--- config.mk ---
export PLATFORM = sky130hd
export DESIGN_NAME = fgp_port
export DESIGN_NICKNAME = d
export VERILOG_FILES = /design/src/core/fgp_pkg.sv /design/src/core/fgp_sync.sv /design/src/core/fgp_port.sv
export VERILOG_INCLUDE_DIRS = /design/src /design/src/core
export SDC_FILE = /design/constraint.sdc
export NUM_CORES = 1
export LEC_CHECK = 0
export BUFFER_PORTS_ARGS = -buffer_cell sky130_fd_sc_hd__buf_2
export CAP_MARGIN = 20
export CORE_MARGIN = 2
export CORE_UTILIZATION = 46
export DETAILED_ROUTE_END_ITERATION = 10
export PLACE_DENSITY = 0.78
export SKIP_CTS_REPAIR_TIMING = 1
export SKIP_LAST_GASP = 1
export SYNTH_ARGS = -nofsm -noshare
export SYNTH_HDL_FRONTEND = slang
export SYNTH_SLANG_ARGS = --single-unit
--- constraint.sdc ---
create_clock -name i_ref_clk -period 2.1 [get_ports i_ref_clk]
set_input_delay 0.105 -clock i_ref_clk [delete_from_list [all_inputs] [get_ports i_ref_clk]]
set_output_delay 0.105 -clock i_ref_clk [all_outputs]
set_load 0.1 [all_outputs]
--- src/core/fgp_regs.svh ---
// Purpose: Offsets, field positions and reset values of the four pin port
// Assumes: 32-bit AHB-Lite data, one aligned word per register
// Notes: Only the low eight address bits are decoded
`ifndef FGP_REGS_SVH
`define FGP_REGS_SVH

`define FGP_OFF_PIN_LEVEL 8'h00
`define FGP_OFF_DIRECTION 8'h04
`define FGP_OFF_LATCH 8'h08
`define FGP_OFF_ANALOG 8'h0c
`define FGP_OFF_PULLUP 8'h10
`define FGP_OFF_OPEN_DRAIN 8'h14
`define FGP_OFF_SLEW 8'h18
`define FGP_OFF_THRESHOLD 8'h1c

`define FGP_BIDIR_W 3
`define FGP_PIN_W 4
`define FGP_INPUT_ONLY_BIT 3

`define FGP_RST_DIRECTION 3'h7
`define FGP_RST_ANALOG 3'h7
`define FGP_RST_PULLUP 4'hf
`define FGP_RST_OPEN_DRAIN 3'h0
`define FGP_RST_SLEW 3'h7
`define FGP_RST_THRESHOLD 4'hf
`define FGP_DIR_BIT3_VALUE 1'h1

`endif

--- src/core/fgp_pkg.sv ---
// Purpose: Types shared by the four pin port files
// Assumes: Nothing beyond the register header
// Notes: Register selector carries a none code for unmapped addresses
package fgp_pkg;

    typedef enum logic [3:0] {
        FGP_REG_PIN_LEVEL,
        FGP_REG_DIRECTION,
        FGP_REG_LATCH,
        FGP_REG_ANALOG,
        FGP_REG_PULLUP,
        FGP_REG_OPEN_DRAIN,
        FGP_REG_SLEW,
        FGP_REG_THRESHOLD,
        FGP_REG_NONE
    } fgp_reg_t;

endpackage

--- src/core/fgp_sync.sv ---
// Purpose: Two-stage synchroniser for the pad input levels
// Assumes: Inputs may change at any time relative to the clock
// Notes: First stage is read only by the second stage
`timescale 1ns/1ps
`include "fgp_regs.svh"

module fgp_sync (
    input wire logic i_ref_clk,
    input wire logic i_nrst,
    input wire logic [2*`FGP_PIN_W-1:0] i_async,
    output logic [2*`FGP_PIN_W-1:0] o_sync
);

    logic [2*`FGP_PIN_W-1:0] meta_r;
    logic [2*`FGP_PIN_W-1:0] sync_r;

    always_ff @(posedge i_ref_clk or negedge i_nrst) begin
        if (!i_nrst) begin
            meta_r <= '0;
            sync_r <= '0;
        end else begin
            meta_r <= i_async;
            sync_r <= meta_r;
        end
    end

    assign o_sync = sync_r;

endmodule // fgp_sync

--- src/core/fgp_port.sv ---
// Purpose: Four pin general purpose port with AHB-Lite register access
// Assumes: Single AHB-Lite slave, hready tied back from o_hreadyout
// Notes: Zero wait states; output latch has no reset and powers up unknown
`timescale 1ns/1ps
`include "fgp_regs.svh"

// Notes on behaviour
// - After reset every pin output comes from its own output latch bit.
// - Analog mode never cuts the digital output driver off.
// - Pin-level reads return live pin levels 3:0; bits 7:4 read zero.
// - Pin-level writes go to latch bits 2:0; bit 3 ignores writes.
// - Direction one means input, driver off; zero drives latch; reset one.
// - Direction bit 3 always reads one; upper bits read zero.
// - Latch bits 2:0 read/write, unknown at power-up; upper bits zero.
// - Analog select one disables digital input buffer; bits reset to one.
// - Pull-up bits 3:0 enable pull-ups, reset to one, upper bits zero.
// - A pin configured as output always has its pull-up turned off.
// - Open-drain one makes outputs sink only; bits reset to zero.
// - Slew bits one limit slew rate, zero give full rate; reset one.
// - Threshold bits pick Schmitt one or TTL zero input; reset one.
// - Pins in analog mode read zero through the pin-level register.
// - Port writes store the modified value into the output latch.
module fgp_port (
    input wire logic i_ref_clk,
    input wire logic i_nrst,
    input wire logic i_hsel,
    input wire logic [31:0] i_haddr,
    input wire logic [1:0] i_htrans,
    input wire logic i_hwrite,
    input wire logic [2:0] i_hsize,
    input wire logic [31:0] i_hwdata,
    input wire logic i_hready,
    output logic o_hreadyout,
    output logic o_hresp,
    output logic [31:0] o_hrdata,
    input wire logic [`FGP_PIN_W-1:0] i_pin_st,
    input wire logic [`FGP_PIN_W-1:0] i_pin_ttl,
    output logic [`FGP_BIDIR_W-1:0] o_pin_out,
    output logic [`FGP_BIDIR_W-1:0] o_pin_oe_n,
    output logic [`FGP_PIN_W-1:0] o_pullup_en,
    output logic [`FGP_BIDIR_W-1:0] o_slew_limit,
    output logic [`FGP_PIN_W-1:0] o_schmitt_sel,
    output logic [`FGP_BIDIR_W-1:0] o_analog_sel
);

    function automatic fgp_pkg::fgp_reg_t decode(input logic [31:0] addr);
        fgp_pkg::fgp_reg_t sel;
        sel = fgp_pkg::FGP_REG_NONE;
        case (addr[7:0])
            `FGP_OFF_PIN_LEVEL: sel = fgp_pkg::FGP_REG_PIN_LEVEL;
            `FGP_OFF_DIRECTION: sel = fgp_pkg::FGP_REG_DIRECTION;
            `FGP_OFF_LATCH: sel = fgp_pkg::FGP_REG_LATCH;
            `FGP_OFF_ANALOG: sel = fgp_pkg::FGP_REG_ANALOG;
            `FGP_OFF_PULLUP: sel = fgp_pkg::FGP_REG_PULLUP;
            `FGP_OFF_OPEN_DRAIN: sel = fgp_pkg::FGP_REG_OPEN_DRAIN;
            `FGP_OFF_SLEW: sel = fgp_pkg::FGP_REG_SLEW;
            `FGP_OFF_THRESHOLD: sel = fgp_pkg::FGP_REG_THRESHOLD;
            default: sel = fgp_pkg::FGP_REG_NONE;
        endcase
        return sel;
    endfunction

    logic [2*`FGP_PIN_W-1:0] pads_sync;
    logic [`FGP_PIN_W-1:0] pin_level;
    logic tx_take;
    fgp_pkg::fgp_reg_t rd_sel;

    logic wr_pend_r, wr_pend_nxt;
    fgp_pkg::fgp_reg_t wr_sel_r, wr_sel_nxt;
    logic [`FGP_BIDIR_W-1:0] dir_r, dir_nxt;
    logic [`FGP_BIDIR_W-1:0] lat_r, lat_nxt;
    logic [`FGP_BIDIR_W-1:0] ansel_r, ansel_nxt;
    logic [`FGP_PIN_W-1:0] wpu_r, wpu_nxt;
    logic [`FGP_BIDIR_W-1:0] od_r, od_nxt;
    logic [`FGP_BIDIR_W-1:0] slr_r, slr_nxt;
    logic [`FGP_PIN_W-1:0] inlvl_r, inlvl_nxt;
    logic [31:0] hrdata_r, hrdata_nxt;
    logic [`FGP_BIDIR_W-1:0] pin_out_r, pin_out_nxt;
    logic [`FGP_BIDIR_W-1:0] pin_oe_n_r, pin_oe_n_nxt;
    logic [`FGP_PIN_W-1:0] pullup_r, pullup_nxt;
    logic hreadyout_r;
    logic hresp_r;
    logic lat_seen_r, lat_seen_nxt;

    fgp_sync u_sync (
        .i_ref_clk(i_ref_clk),
        .i_nrst(i_nrst),
        .i_async({i_pin_st, i_pin_ttl}),
        .o_sync(pads_sync)
    );

    always_comb begin
        tx_take = i_hsel && i_htrans[1] && i_hready;
        rd_sel = decode(i_haddr);
        wr_pend_nxt = tx_take && i_hwrite;
        wr_sel_nxt = tx_take ? rd_sel : wr_sel_r;
        dir_nxt = dir_r;
        lat_nxt = lat_r;
        ansel_nxt = ansel_r;
        wpu_nxt = wpu_r;
        od_nxt = od_r;
        slr_nxt = slr_r;
        inlvl_nxt = inlvl_r;
        if (wr_pend_r && i_hready) begin
            case (wr_sel_r)
                fgp_pkg::FGP_REG_PIN_LEVEL: begin
                    // Bits 2:0 of the modified port image go to the latch
                    lat_nxt = i_hwdata[`FGP_BIDIR_W-1:0];
                end
                fgp_pkg::FGP_REG_DIRECTION: begin
                    dir_nxt = i_hwdata[`FGP_BIDIR_W-1:0];
                end
                fgp_pkg::FGP_REG_LATCH: begin
                    lat_nxt = i_hwdata[`FGP_BIDIR_W-1:0];
                end
                fgp_pkg::FGP_REG_ANALOG: begin
                    ansel_nxt = i_hwdata[`FGP_BIDIR_W-1:0];
                end
                fgp_pkg::FGP_REG_PULLUP: begin
                    wpu_nxt = i_hwdata[`FGP_PIN_W-1:0];
                end
                fgp_pkg::FGP_REG_OPEN_DRAIN: begin
                    od_nxt = i_hwdata[`FGP_BIDIR_W-1:0];
                end
                fgp_pkg::FGP_REG_SLEW: begin
                    slr_nxt = i_hwdata[`FGP_BIDIR_W-1:0];
                end
                fgp_pkg::FGP_REG_THRESHOLD: begin
                    inlvl_nxt = i_hwdata[`FGP_PIN_W-1:0];
                end
                fgp_pkg::FGP_REG_NONE: begin
                end
            endcase
        end
        // Assertion helper: latch holds a written value since reset
        lat_seen_nxt = lat_seen_r || (wr_pend_r && i_hready
            && (wr_sel_r == fgp_pkg::FGP_REG_PIN_LEVEL
            || wr_sel_r == fgp_pkg::FGP_REG_LATCH));
        // Per-pin threshold choice, then analog pins forced low
        pin_level = (pads_sync[2*`FGP_PIN_W-1:`FGP_PIN_W] & inlvl_nxt)
            | (pads_sync[`FGP_PIN_W-1:0] & ~inlvl_nxt);
        pin_level = pin_level & ~{1'h0, ansel_nxt};
        // Read data forwards a write still in its data phase
        hrdata_nxt = 32'h0;
        if (tx_take && !i_hwrite) begin
            case (rd_sel)
                fgp_pkg::FGP_REG_PIN_LEVEL: begin
                    hrdata_nxt = {28'h0, pin_level};
                end
                fgp_pkg::FGP_REG_DIRECTION: begin
                    hrdata_nxt = {28'h0, `FGP_DIR_BIT3_VALUE, dir_nxt};
                end
                fgp_pkg::FGP_REG_LATCH: begin
                    hrdata_nxt = {29'h0, lat_nxt};
                end
                fgp_pkg::FGP_REG_ANALOG: begin
                    hrdata_nxt = {29'h0, ansel_nxt};
                end
                fgp_pkg::FGP_REG_PULLUP: begin
                    hrdata_nxt = {28'h0, wpu_nxt};
                end
                fgp_pkg::FGP_REG_OPEN_DRAIN: begin
                    hrdata_nxt = {29'h0, od_nxt};
                end
                fgp_pkg::FGP_REG_SLEW: begin
                    hrdata_nxt = {29'h0, slr_nxt};
                end
                fgp_pkg::FGP_REG_THRESHOLD: begin
                    hrdata_nxt = {28'h0, inlvl_nxt};
                end
                fgp_pkg::FGP_REG_NONE: begin
                    hrdata_nxt = 32'h0;
                end
            endcase
        end
        // Driver follows latch, direction and open-drain only; analog select has no say
        pin_oe_n_nxt = dir_nxt | (od_nxt & lat_nxt);
        pin_out_nxt = lat_nxt & ~od_nxt;
        pullup_nxt = {wpu_nxt[`FGP_INPUT_ONLY_BIT],
            wpu_nxt[`FGP_BIDIR_W-1:0] & dir_nxt};
    end

    always_ff @(posedge i_ref_clk or negedge i_nrst) begin
        if (!i_nrst) begin
            wr_pend_r <= 1'h0;
            wr_sel_r <= fgp_pkg::FGP_REG_NONE;
            dir_r <= `FGP_RST_DIRECTION;
            ansel_r <= `FGP_RST_ANALOG;
            wpu_r <= `FGP_RST_PULLUP;
            od_r <= `FGP_RST_OPEN_DRAIN;
            slr_r <= `FGP_RST_SLEW;
            inlvl_r <= `FGP_RST_THRESHOLD;
            hrdata_r <= 32'h0;
            pin_out_r <= 3'h0;
            pin_oe_n_r <= 3'h7;
            pullup_r <= 4'h0;
            hreadyout_r <= 1'h0;
            hresp_r <= 1'h0;
            lat_seen_r <= 1'h0;
        end else begin
            wr_pend_r <= wr_pend_nxt;
            wr_sel_r <= wr_sel_nxt;
            dir_r <= dir_nxt;
            ansel_r <= ansel_nxt;
            wpu_r <= wpu_nxt;
            od_r <= od_nxt;
            slr_r <= slr_nxt;
            inlvl_r <= inlvl_nxt;
            hrdata_r <= hrdata_nxt;
            pin_out_r <= pin_out_nxt;
            pin_oe_n_r <= pin_oe_n_nxt;
            pullup_r <= pullup_nxt;
            hreadyout_r <= 1'h1;
            lat_seen_r <= lat_seen_nxt;
            hresp_r <= 1'h0;
        end
    end

    // Latch keeps its contents across resets; unknown only at power-up
    always_ff @(posedge i_ref_clk) begin
        lat_r <= lat_nxt;
    end

    assign o_hreadyout = hreadyout_r;
    assign o_hresp = hresp_r;
    assign o_hrdata = hrdata_r;
    assign o_pin_out = pin_out_r;
    assign o_pin_oe_n = pin_oe_n_r;
    assign o_pullup_en = pullup_r;
    assign o_slew_limit = slr_r;
    assign o_schmitt_sel = inlvl_r;
    assign o_analog_sel = ansel_r;
endmodule // fgp_port

### Word-level counts from Yosys, hierarchy flattened

Memory sizes are Yosys's and may differ from the RTL's.
Index checks and enable logic that the tools add are counted.
Widths: inputs -> output; s select.

| word-level totals | value |
|---|---|
| output and inout bits | 54 |
| bits in registers | 87 |
| input port bits | 82 |
| bits in read-only memories | 128 |
| latch bits | 0 |
| word-level logic and storage cells | 69 |
| memories kept | 1 |
| RAM bits | 0 |

Memory list:

| memory | depth | bits a word | rd ports | clocked after Yosys merged registers in | write ports | line | RTL |
|---|---|---|---|---|---|---|---|
| (name not given) | 32 | 4 | 1 | 0 | 0 | fgp_port.sv:49 | `case (addr[7:0])` |

| cells by class | value |
|---|---|
| multiply operators | 0 |
| bitwise operators | 11 |
| equality and inequality tests | 14 |
| shift-type cells | 0 |
| reduce and logical (&&, ||, !) cells | 10 |
| magnitude comparators | 0 |
| divide/modulo/power cells | 0 |
| add/subtract/negate cells | 0 |
| mux-type cells | 17 |

Operators with widths:

| cell | number |
|---|---|
| $eq 4x3->1 const B | 8 |
| $pmux 4 s8 | 1 |
| $mux 3 | 10 |
| $mux 4 | 6 |
| $eq 4x2->1 const B | 4 |
| $and 4x4->4 | 3 |
| $and 3x3->3 | 3 |
| $eq 4x1->1 const B | 2 |
| $logic_not 4->1 | 2 |
| $logic_and 1x1->1 | 5 |
| $not 3->4 | 1 |
| $not 4->4 | 1 |
| $or 4x4->4 | 1 |
| $logic_not 3->1 | 1 |
| $not 3->3 | 1 |
| $or 3x3->3 | 1 |
| $reduce_or 2->1 | 1 |
| $logic_not 1->1 | 1 |

### Depth between registers and ports, before layout

Gate-level depths: netlist of the first run.

| logic depth | value |
|---|---|
| depth after elaboration | 9 |
| mapped depth | 7 |
| mapped depth without buffers | 5 |

### Cells and area by module

Synthesis of the first run repeated with hierarchy kept, for this count alone.

| second synthesis, totals | value |
|---|---|
| cell total of the unflattened synthesis | 284 |
| area, all modules | 2914.0 µm² |

By module, submodules not included:

| module | area each (µm²) | sequential area each (µm²) | instances | cells an instance |
|---|---|---|---|---|
| fgp_port | 2513.7 | 1087.3 | 1 | 268 |
| fgp_sync | 400.4 | 400.4 | 1 | 16 |

### Worst setup path before layout of the first run

No wires, ideal clock.

| path | value |
|---|---|
| path kind | register to register |
| start point | register inlvl_r[1], in the netlist o_schmitt_sel[1] |
| end point | register hrdata_r[1], in the netlist o_hrdata[1] |
| arrival | 1.873 ns |
| setup time | 0.084 ns |
| path slack | 0.143 ns |
| buffers on the path | 0 |
| cell stages (with the launch flop) | 5 |
| data required time | 2.016 ns |
| period minus slack after synthesis | 1.957 ns |
| path through | dfstp_2 -> o21ai_0 -> a21bo_2 -> a2111o_1 -> a41oi_2 |

| on the way | value |
|---|---|
| word-level cells in the longest chain between the ends | 8 |
| elaborated cells on any way between the ends | 9 |
| classes of those cells | mux (4); bitwise (5) |

RTL lines:

| item | line | RTL |
|---|---|---|
| from (decl) | fgp_port.sv:76 | `` logic [`FGP_PIN_W-1:0] inlvl_r, inlvl_nxt; `` |
| from (signal assigned) | fgp_port.sv:192 | `` inlvl_r <= `FGP_RST_THRESHOLD; `` |
| from (signal assigned) | fgp_port.sv:208 | `inlvl_r <= inlvl_nxt;` |
| $mux 4 | fgp_port.sv:105 | `case (wr_sel_r)` |
| $mux 4 (*) | fgp_port.sv:104 | `if (wr_pend_r && i_hready) begin` |
| $not 4->4 | fgp_port.sv:141 | `` \| (pads_sync[`FGP_PIN_W-1:0] & ~inlvl_nxt); `` |
| $and 4x4->4 | fgp_port.sv:141 |  |
| $or 4x4->4 | fgp_port.sv:140 | `` pin_level = (pads_sync[2*`FGP_PIN_W-1:`FGP_PIN_W] & inlvl_nxt) `` |
| $and 4x4->4 | fgp_port.sv:142 | `pin_level = pin_level & ~{1'h0, ansel_nxt};` |
| $pmux 4 s8 (*) | fgp_port.sv:146 | `case (rd_sel)` |
| $mux 4 (*) | fgp_port.sv:145 | `if (tx_take && !i_hwrite) begin` |
| via hrdata_nxt[1] | fgp_port.sv:77 | `logic [31:0] hrdata_r, hrdata_nxt;` |
| to (signal assigned) | fgp_port.sv:209 | `hrdata_r <= hrdata_nxt;` |
| to (decl) | fgp_port.sv:77 |  |

Mark *: on every way through the listed nets, which the timed path passes. The rest lies on a longest branch.
A chain may end at the register's enable or synchronous reset.

### Final worst setup path of the first run

| path | value |
|---|---|
| start point | register wr_sel_r[0] |
| end point | register hrdata_r[1], in the netlist o_hrdata[1] |

| on the way | value |
|---|---|
| elaborated cells on any way between the ends | 31 |
| classes of those cells | eq/ne (7); mux (16); bitwise (6); reduce/logical (2) |

RTL lines:

| item | line | RTL |
|---|---|---|
| from (decl) | fgp_port.sv:69 | `fgp_pkg::fgp_reg_t wr_sel_r, wr_sel_nxt;` |
| from (signal assigned) | fgp_port.sv:186 | `wr_sel_r <= fgp_pkg::FGP_REG_NONE;` |
| from (signal assigned) | fgp_port.sv:202 | `wr_sel_r <= wr_sel_nxt;` |
| $eq 4x2->1 (*) | fgp_port.sv:105 |  |
| $mux 3 (*) | fgp_port.sv:105 |  |
| $mux 3 (*) | fgp_port.sv:104 |  |
| via ansel_nxt[1] | fgp_port.sv:72 | `` logic [`FGP_BIDIR_W-1:0] ansel_r, ansel_nxt; `` |
| $not 3->4 | fgp_port.sv:142 |  |
| $and 4x4->4 | fgp_port.sv:142 |  |
| $pmux 4 s8 (*) | fgp_port.sv:146 |  |
| $mux 4 (*) | fgp_port.sv:145 |  |
| via hrdata_nxt[1] | fgp_port.sv:77 |  |

Marked as above.

==> impl_results.md, run 1 <==
- Clk buf depth: 2
- Initial antenna violation count: 0
- Synth unique cells: 54
- CP max stage cell: dfrtp_1
- Post-synthesis sequential area ratio: 0.523
- Primary FF master, synth: dfrtp_1
- Number of vias per cell: 5.19
- Crit-path cells: nand2_2, or3_1, mux2_4, a2111o_1, a41oi_2
- Worst path top cell family by delay: compound AO/OA/AOI/OAI gates
- Post-synth EDFFs: 0
- H-Tree Depth: 3
- Reg clk slew, reported paths: 70 ps
- Period utilization: 0.930
- Yosys Warn Count: 0
- Ys async rst share: 0.949
- Mapped Cells: 269
- Mean post-synth cell area: 10.6 µm²
- Filler cells: 497
- Overall Global Routing Usage: 0.186
- PD cells: 870 mW/mm²
- Most numerous cell in the Yosys netlist: dfrtp_1
- RSZ-0062 raised after global routing: no
- Die X-Extent: 82.7 µm
- DRT Wirelength: 6010 µm
- Total core area: 0.00596 mm²
- Layout Skew: 7.38 ps
- HPWL after DPL: 4230 µm
- Worst-path maximum fanout: 11
- Leakage: 1.70 nW
- Setup violators final: 0
- Crit path buffers/inverters: 0
- Gr ovfl total: 0
- Tmin final: 1950 ps
- I/O pin cnt: 136
- Wire per inst: 14.4 µm
- Total die area: 0.00683 mm²
- Routed Antenna Nets: 0
- Setup Crit Path Kind: reg2reg
- Number of antenna diodes: 0
- Place WS: 101 ps
- Vias: 2164
- TritonRoute pass-1 iters: 4
- Syn Std Cell Area: 0.00285 mm²
- Root buffer cell: clkbuf_8
- Total negative slack: 0 ps
- Status: completed
- Number of synthesized register bits: 59
- Hold_sp: i_hwdata[3]
- Worst Setup Start Kind: flip-flop
- Global-route wire length before repair: 9070 µm
- Cts bufs inserted: 9
- Starting Density: 0.478
- Slew margin rel.: 0.606
- Largest net degree at the start of global routing: 33
- Die Y-Extent: 82.7 µm
- Max cap viols: 0
- Vias in the first global route: 1896
- Synth top area share: 0.308
- FMAX: 512 MHz
- Hold Slack: 32.6 ps
- Worst VDD drop: 0.697 mV
- Area leader, netlist: dfrtp_1
- Worst EP required: 2350 ps
- Port bufs: 50
- Worst Tran Pin Value: 591 ps
- Worst setup EP type: flip-flop
- Post-synth top cells: dfrtp_1, buf_4, nand2_1, dfstp_2, nor2_1
- CP Launch Point: wr_sel_r[0]$_DFFE_PN0P_
- Worst r2r src: wr_sel_r[0]$_DFFE_PN0P_
- CP max stage delay: 530 ps
- Net count reported at finish: 419
- Total power: 3.02 mW
- # DRC: 0
- Drt first-iter violations: 124
- Row count: 28
- Slew Viols, Final: 0
- Final WS setup: 147 ps
- Worst EP arrival: 2200 ps
- CTS tree: yes
- Layout cell share with drive strength beyond 1: 0.342
- Num Clock Sinks: 59
- Layout overhead on the synthesized area: 21.8%
- Skew-Pair Late Insertion Delay: 340 ps
- Worst Hold Class: in2reg
- Largest cells by area after synthesis: dfrtp_1, dfstp_2, buf_4, mux2_2, nand2_1
- Routability Congestion: 0.836
- Fin. Hold Viols: 0
[layout make-up]
| type | count | area (µm²) | share of cell area |
|---|---|---|---|
| timing repair buffer | 71 | 445 | 0.128 |
| clock inverter | 4 | 97.6 | 0.0281 |
| inverter | 11 | 41.3 | 0.0119 |
| clock buffer | 12 | 145 | 0.0419 |
| multi-input combinational | 185 | 1160 | 0.333 |
| sequential | 59 | 1490 | 0.429 |
| tap | 75 | 93.8 | 0.0271 |
[flip-flops by register name, indices dropped and copies added, names as in the netlist]
name / cells
wpu_r: 4
o_hreadyout: 1
wr_sel_r: 4
od_r: 3
o_slew_limit: 3
o_hrdata: 4
u_sync.meta_r: 8
dir_r: 3
o_analog_sel: 3
u_sync.o_sync: 8
o_pin_out: 3
o_pullup_en: 4
o_pin_oe_n: 3
wr_pend_r: 1
o_schmitt_sel: 4
lat_r: 3
[tightest hold or removal path: stages]
cell and delay (ps):
buf_2 100, nand3_1 100, nand2_1 60
[power breakdown]
group	leakage, nW	total [mW]	switching (mW)	internal, mW
Combinational	0.894	0.540	0.456	0.0845
Clock	0.117	1.26	0.441	0.822
Sequential	0.687	1.21	0.0198	1.19
Total	1.70	3.02	0.916	2.10
[cells in the final DEF (no fill, tap or decap), types with 4 or more instances in the layout]
| master | instances |
|---|---|
| a21oi_1 | 7 |
| and2_1 | 4 |
| buf_2 | 50 |
| buf_4 | 10 |
| clkbuf_8 | 10 |
| conb_1 | 30 |
| dfrtp_1 | 35 |
| dfstp_2 | 21 |
| dlygate4sd3_1 | 10 |
| inv_1 | 11 |
| mux2_2 | 10 |
| mux2i_1 | 8 |
| nand2_1 | 22 |
| nand2b_1 | 8 |
| nand3_1 | 6 |
| nor2_1 | 17 |
| nor4_1 | 5 |
| o21ai_0 | 7 |
| or3_1 | 6 |
[path summary, 6_finish.rpt]
path,end,slack [ps],cells past startpoint
worst min-delay path,o_schmitt_sel[3]$_DFF_PN1_,30,3
worst min register to register,u_sync.o_sync[7]$_DFF_PN0_,350,0
worst max-delay path,o_hrdata[1]$_DFF_PN0_,150,5
min in group asynchronous,o_pullup_en[2]$_DFF_PN0_,310,2
worst max register to register,o_hrdata[1]$_DFF_PN0_,150,5
max in group asynchronous,o_analog_sel[0]$_DFF_PN1_,1160,3
[through the flow]
stage / util / instances / instance area, µm²
2_1_floorplan: - / 297 / 2950
3_3_place_gp: 0.523 / 391 / 3120
3_5_place_dp: 0.523 / 391 / 3120
4_1_cts: 0.564 / 407 / 3360
5_1_grt: 0.582 / 417 / 3470
6_report: 0.582 / 417 / 3470
[per-layer routing]
| layer | vias up | wire length, µm | track usage |
|---|---|---|---|
| met4 | 0 | 147 | 0.107 |
| met2 | 94 | 2970 | 0.287 |
| met5 | - | 0 | 0 |
| li1 | 1016 | - | - |
| met3 | 18 | 365 | 0.0446 |
| met1 | 1036 | 2530 | 0.238 |
[cell families (layout without fill, tap and decap cells)]
group | after synthesis | after routing | share of synthesized area
buf+inv | 53 | 98 | 0.111
mux | 19 | 19 | 0.0730
simple gates | 88 | 88 | 0.164
other cells | 2 | 30 | 0.00264
compound gates | 46 | 46 | 0.121
xor+xnor | 2 | 2 | 0.00615
flops | 59 | 59 | 0.523
Power figures use the tool's default switching activity.
==> inputs of run 2 (changes only) <==
- CORE_MARGIN: 2 -> 1
- GPL_ROUTABILITY_DRIVEN: unset -> 1
- REMOVE_ABC_BUFFERS: unset -> 1
==> impl_results.md, run 2 (synthesis gave the netlist of run 1 again) <==
- Worst-path maximum fanout: 8 (was 11)
- Reg clk slew, reported paths: 70 ps (about the same)
- Worst Tran Pin Value: 637 ps (was 591 ps)
- Met2 Wirelength: 2860 µm (was 2970 µm)
- Die Y-Extent: 80.7 µm (was 82.7 µm)
- Vias: 2167 (was 2164)
- Clk buf depth: 2 (unchanged)
- Worst VDD drop: 0.406 mV (was 0.697 mV)
- Commonest non-fill, non-tap cells in the layout: buf_2, dfrtp_1, conb_1, nand2_1, dfstp_2 (unchanged)
- Root buffer cell: clkbuf_8 (unchanged)
- Number of vias per cell: 5.14 (was 5.19)
- Cell Area, Placed: 0.00315 mm² (was 0.00312 mm²)
- Worst r2r src: wr_sel_r[1]$_DFFE_PN0P_ (was wr_sel_r[0]$_DFFE_PN0P_)
- Leakage: 1.71 nW (was 1.70 nW)
- FMAX: 504 MHz (was 512 MHz)
- Hold Crit Depth: 2 (was 3)
- Final instance area: 0.00346 mm² (was 0.00347 mm²)
- Layout cell share with drive strength beyond 1: 0.352 (was 0.342)
- Net count reported at finish: 424 (was 419)
- Worst EP arrival: 2230 ps (was 2200 ps)
- Status: completed (unchanged)
- Starting Density: 0.478 (unchanged)
- Initial antenna violation count: 0 (unchanged)
- Gr ovfl total: 0 (unchanged)
- DRT Wirelength: 6070 µm (was 6010 µm)
- RSZ-0062 raised after global routing: no (unchanged)
- Reg2Reg Setup Slack: 120 ps (was 150 ps)
- Setup Crit Path Kind: reg2reg (unchanged)
- Period utilization: 0.944 (was 0.930)
- Worst EP required: 2340 ps (was 2350 ps)
- Skew-Pair Late Insertion Delay: 340 ps (about the same)
- Cts bufs inserted: 9 (unchanged)
- Place WS: 92.0 ps (was 101 ps)
- Worst Setup Start Kind: flip-flop (unchanged)
- Drt first-iter violations: 172 (was 124)
- Tmin final: 1980 ps (was 1950 ps)
- H-Tree Depth: 3 (unchanged)
- HPWL after DPL: 4210 µm (was 4230 µm)
- I/O pin cnt: 136 (unchanged)
- Port bufs: 50 (unchanged)
- Row count: 28 (unchanged)
- Final WS setup: 117 ps (was 147 ps)
- Setup violators final: 0 (unchanged)
- Num Clock Sinks: 59 (unchanged)
- Routed Antenna Nets: 0 (unchanged)
- Max cap viols: 0 (unchanged)
- Worst Hold Class: in2reg (unchanged)
- Top Layer Used: met4 (unchanged)
- CTS tree: yes (unchanged)
- Total core area: 0.00596 mm² (unchanged)
- Wire per inst: 14.4 µm (about the same)
- Global-route wire length before repair: 9590 µm (was 9070 µm)
- Min-Delay Endpoint: wpu_r[3]$_DFF_PN1_ (was o_schmitt_sel[3]$_DFF_PN1_)
- R2R Path End: o_hrdata[1]$_DFF_PN0_ (unchanged)
- R2R depth: 5 (unchanged)
- Overall Global Routing Usage: 0.203 (was 0.186)
- # DRC: 0 (unchanged)
- Filler cells: 517 (was 497)
- Number of antenna diodes: 0 (unchanged)
- Die X-Extent: 80.7 µm (was 82.7 µm)
- CP Launch Point: wr_sel_r[1]$_DFFE_PN0P_ (was wr_sel_r[0]$_DFFE_PN0P_)
- Hold_sp: i_hwdata[3] (unchanged)
- Layout overhead on the synthesized area: 21.5% (was 21.8%)
- Largest net degree at the start of global routing: 31 (was 33)
- TritonRoute pass-1 iters: 4 (unchanged)
- Wl on met1: 2680 µm (was 2530 µm)
- Fin. Hold Viols: 0 (unchanged)
- PD cells: 808 mW/mm² (was 870 mW/mm²)
- Most common cell after layout, fill and taps aside: buf_2 (unchanged)
- Worst setup EP type: flip-flop (unchanged)
- Vias in the first global route: 2026 (was 1896)
- Routed length on met3: 422 µm (was 365 µm)
- Slew Viols, Final: 0 (unchanged)
- Slew margin rel.: 0.575 (was 0.606)
- Total die area: 0.00651 mm² (was 0.00683 mm²)
- Layout Skew: 11.3 ps (was 7.38 ps)
- Routability Congestion: 0.843 (was 0.836)
run 2: per-stage QoR:
step	setup TNS [ps]	power [mW]	cells	hold slack [ps]	util
finish	0	2.79	422	55.9	0.580
global route	0	2.90	422	51.6	0.580
CTS	0	2.80	411	-192	0.562
detailed placement	0	1.76	395	178	0.528
global placement	0	1.75	395	164	0.528
floorplan	-9.93	1.65	255	-191	-
run 2: layout make-up:
class,count,area [µm²],share of cell area
clock inverter,6,65.1,0.0188
sequential,59,1490,0.430
tap,75,93.8,0.0271
timing repair buffer,76,483,0.140
clock buffer,10,138,0.0398
inverter,11,41.3,0.0119
multi-input combinational,185,1150,0.332
run 2: power by group:
| group | internal, mW | switching [mW] | total, mW | leakage (nW) |
|---|---|---|---|---|
| clock | 0.579 | 0.460 | 1.04 | 0.102 |
| combinational | 0.0849 | 0.457 | 0.542 | 0.918 |
| sequential | 1.19 | 0.0186 | 1.21 | 0.687 |
run 2: how the worst max path moves through the flow:
stage | endpoint | slack [ps] | cells after the start
floorplan | o_hrdata[1]$_DFF_PN0_ | -10 | 5
global placement | o_hrdata[1]$_DFF_PN0_ | 120 | 7
detailed placement | o_hrdata[1]$_DFF_PN0_ | 90 | 7
CTS | o_hrdata[1]$_DFF_PN0_ | 60 | 7
global route | o_hrdata[1]$_DFF_PN0_ | 40 | 6
finish | o_hrdata[1]$_DFF_PN0_ | 120 | 5
run 2: worst max-delay path, stage by stage, from the launching register on:
cell and delay, ps:
dfrtp_1 480, nand2_2 130, or3_1 390, mux2_4 330, a2111o_1 410, a41oi_2 160
run 2: per-layer routing:
layer / global-route usage / vias to the layer above
met3: 0.0670 / 13
met5: 0 / -
met2: 0.311 / 89
met4: 0.0857 / 0
li1: - / 1022
met1: 0.263 / 1043
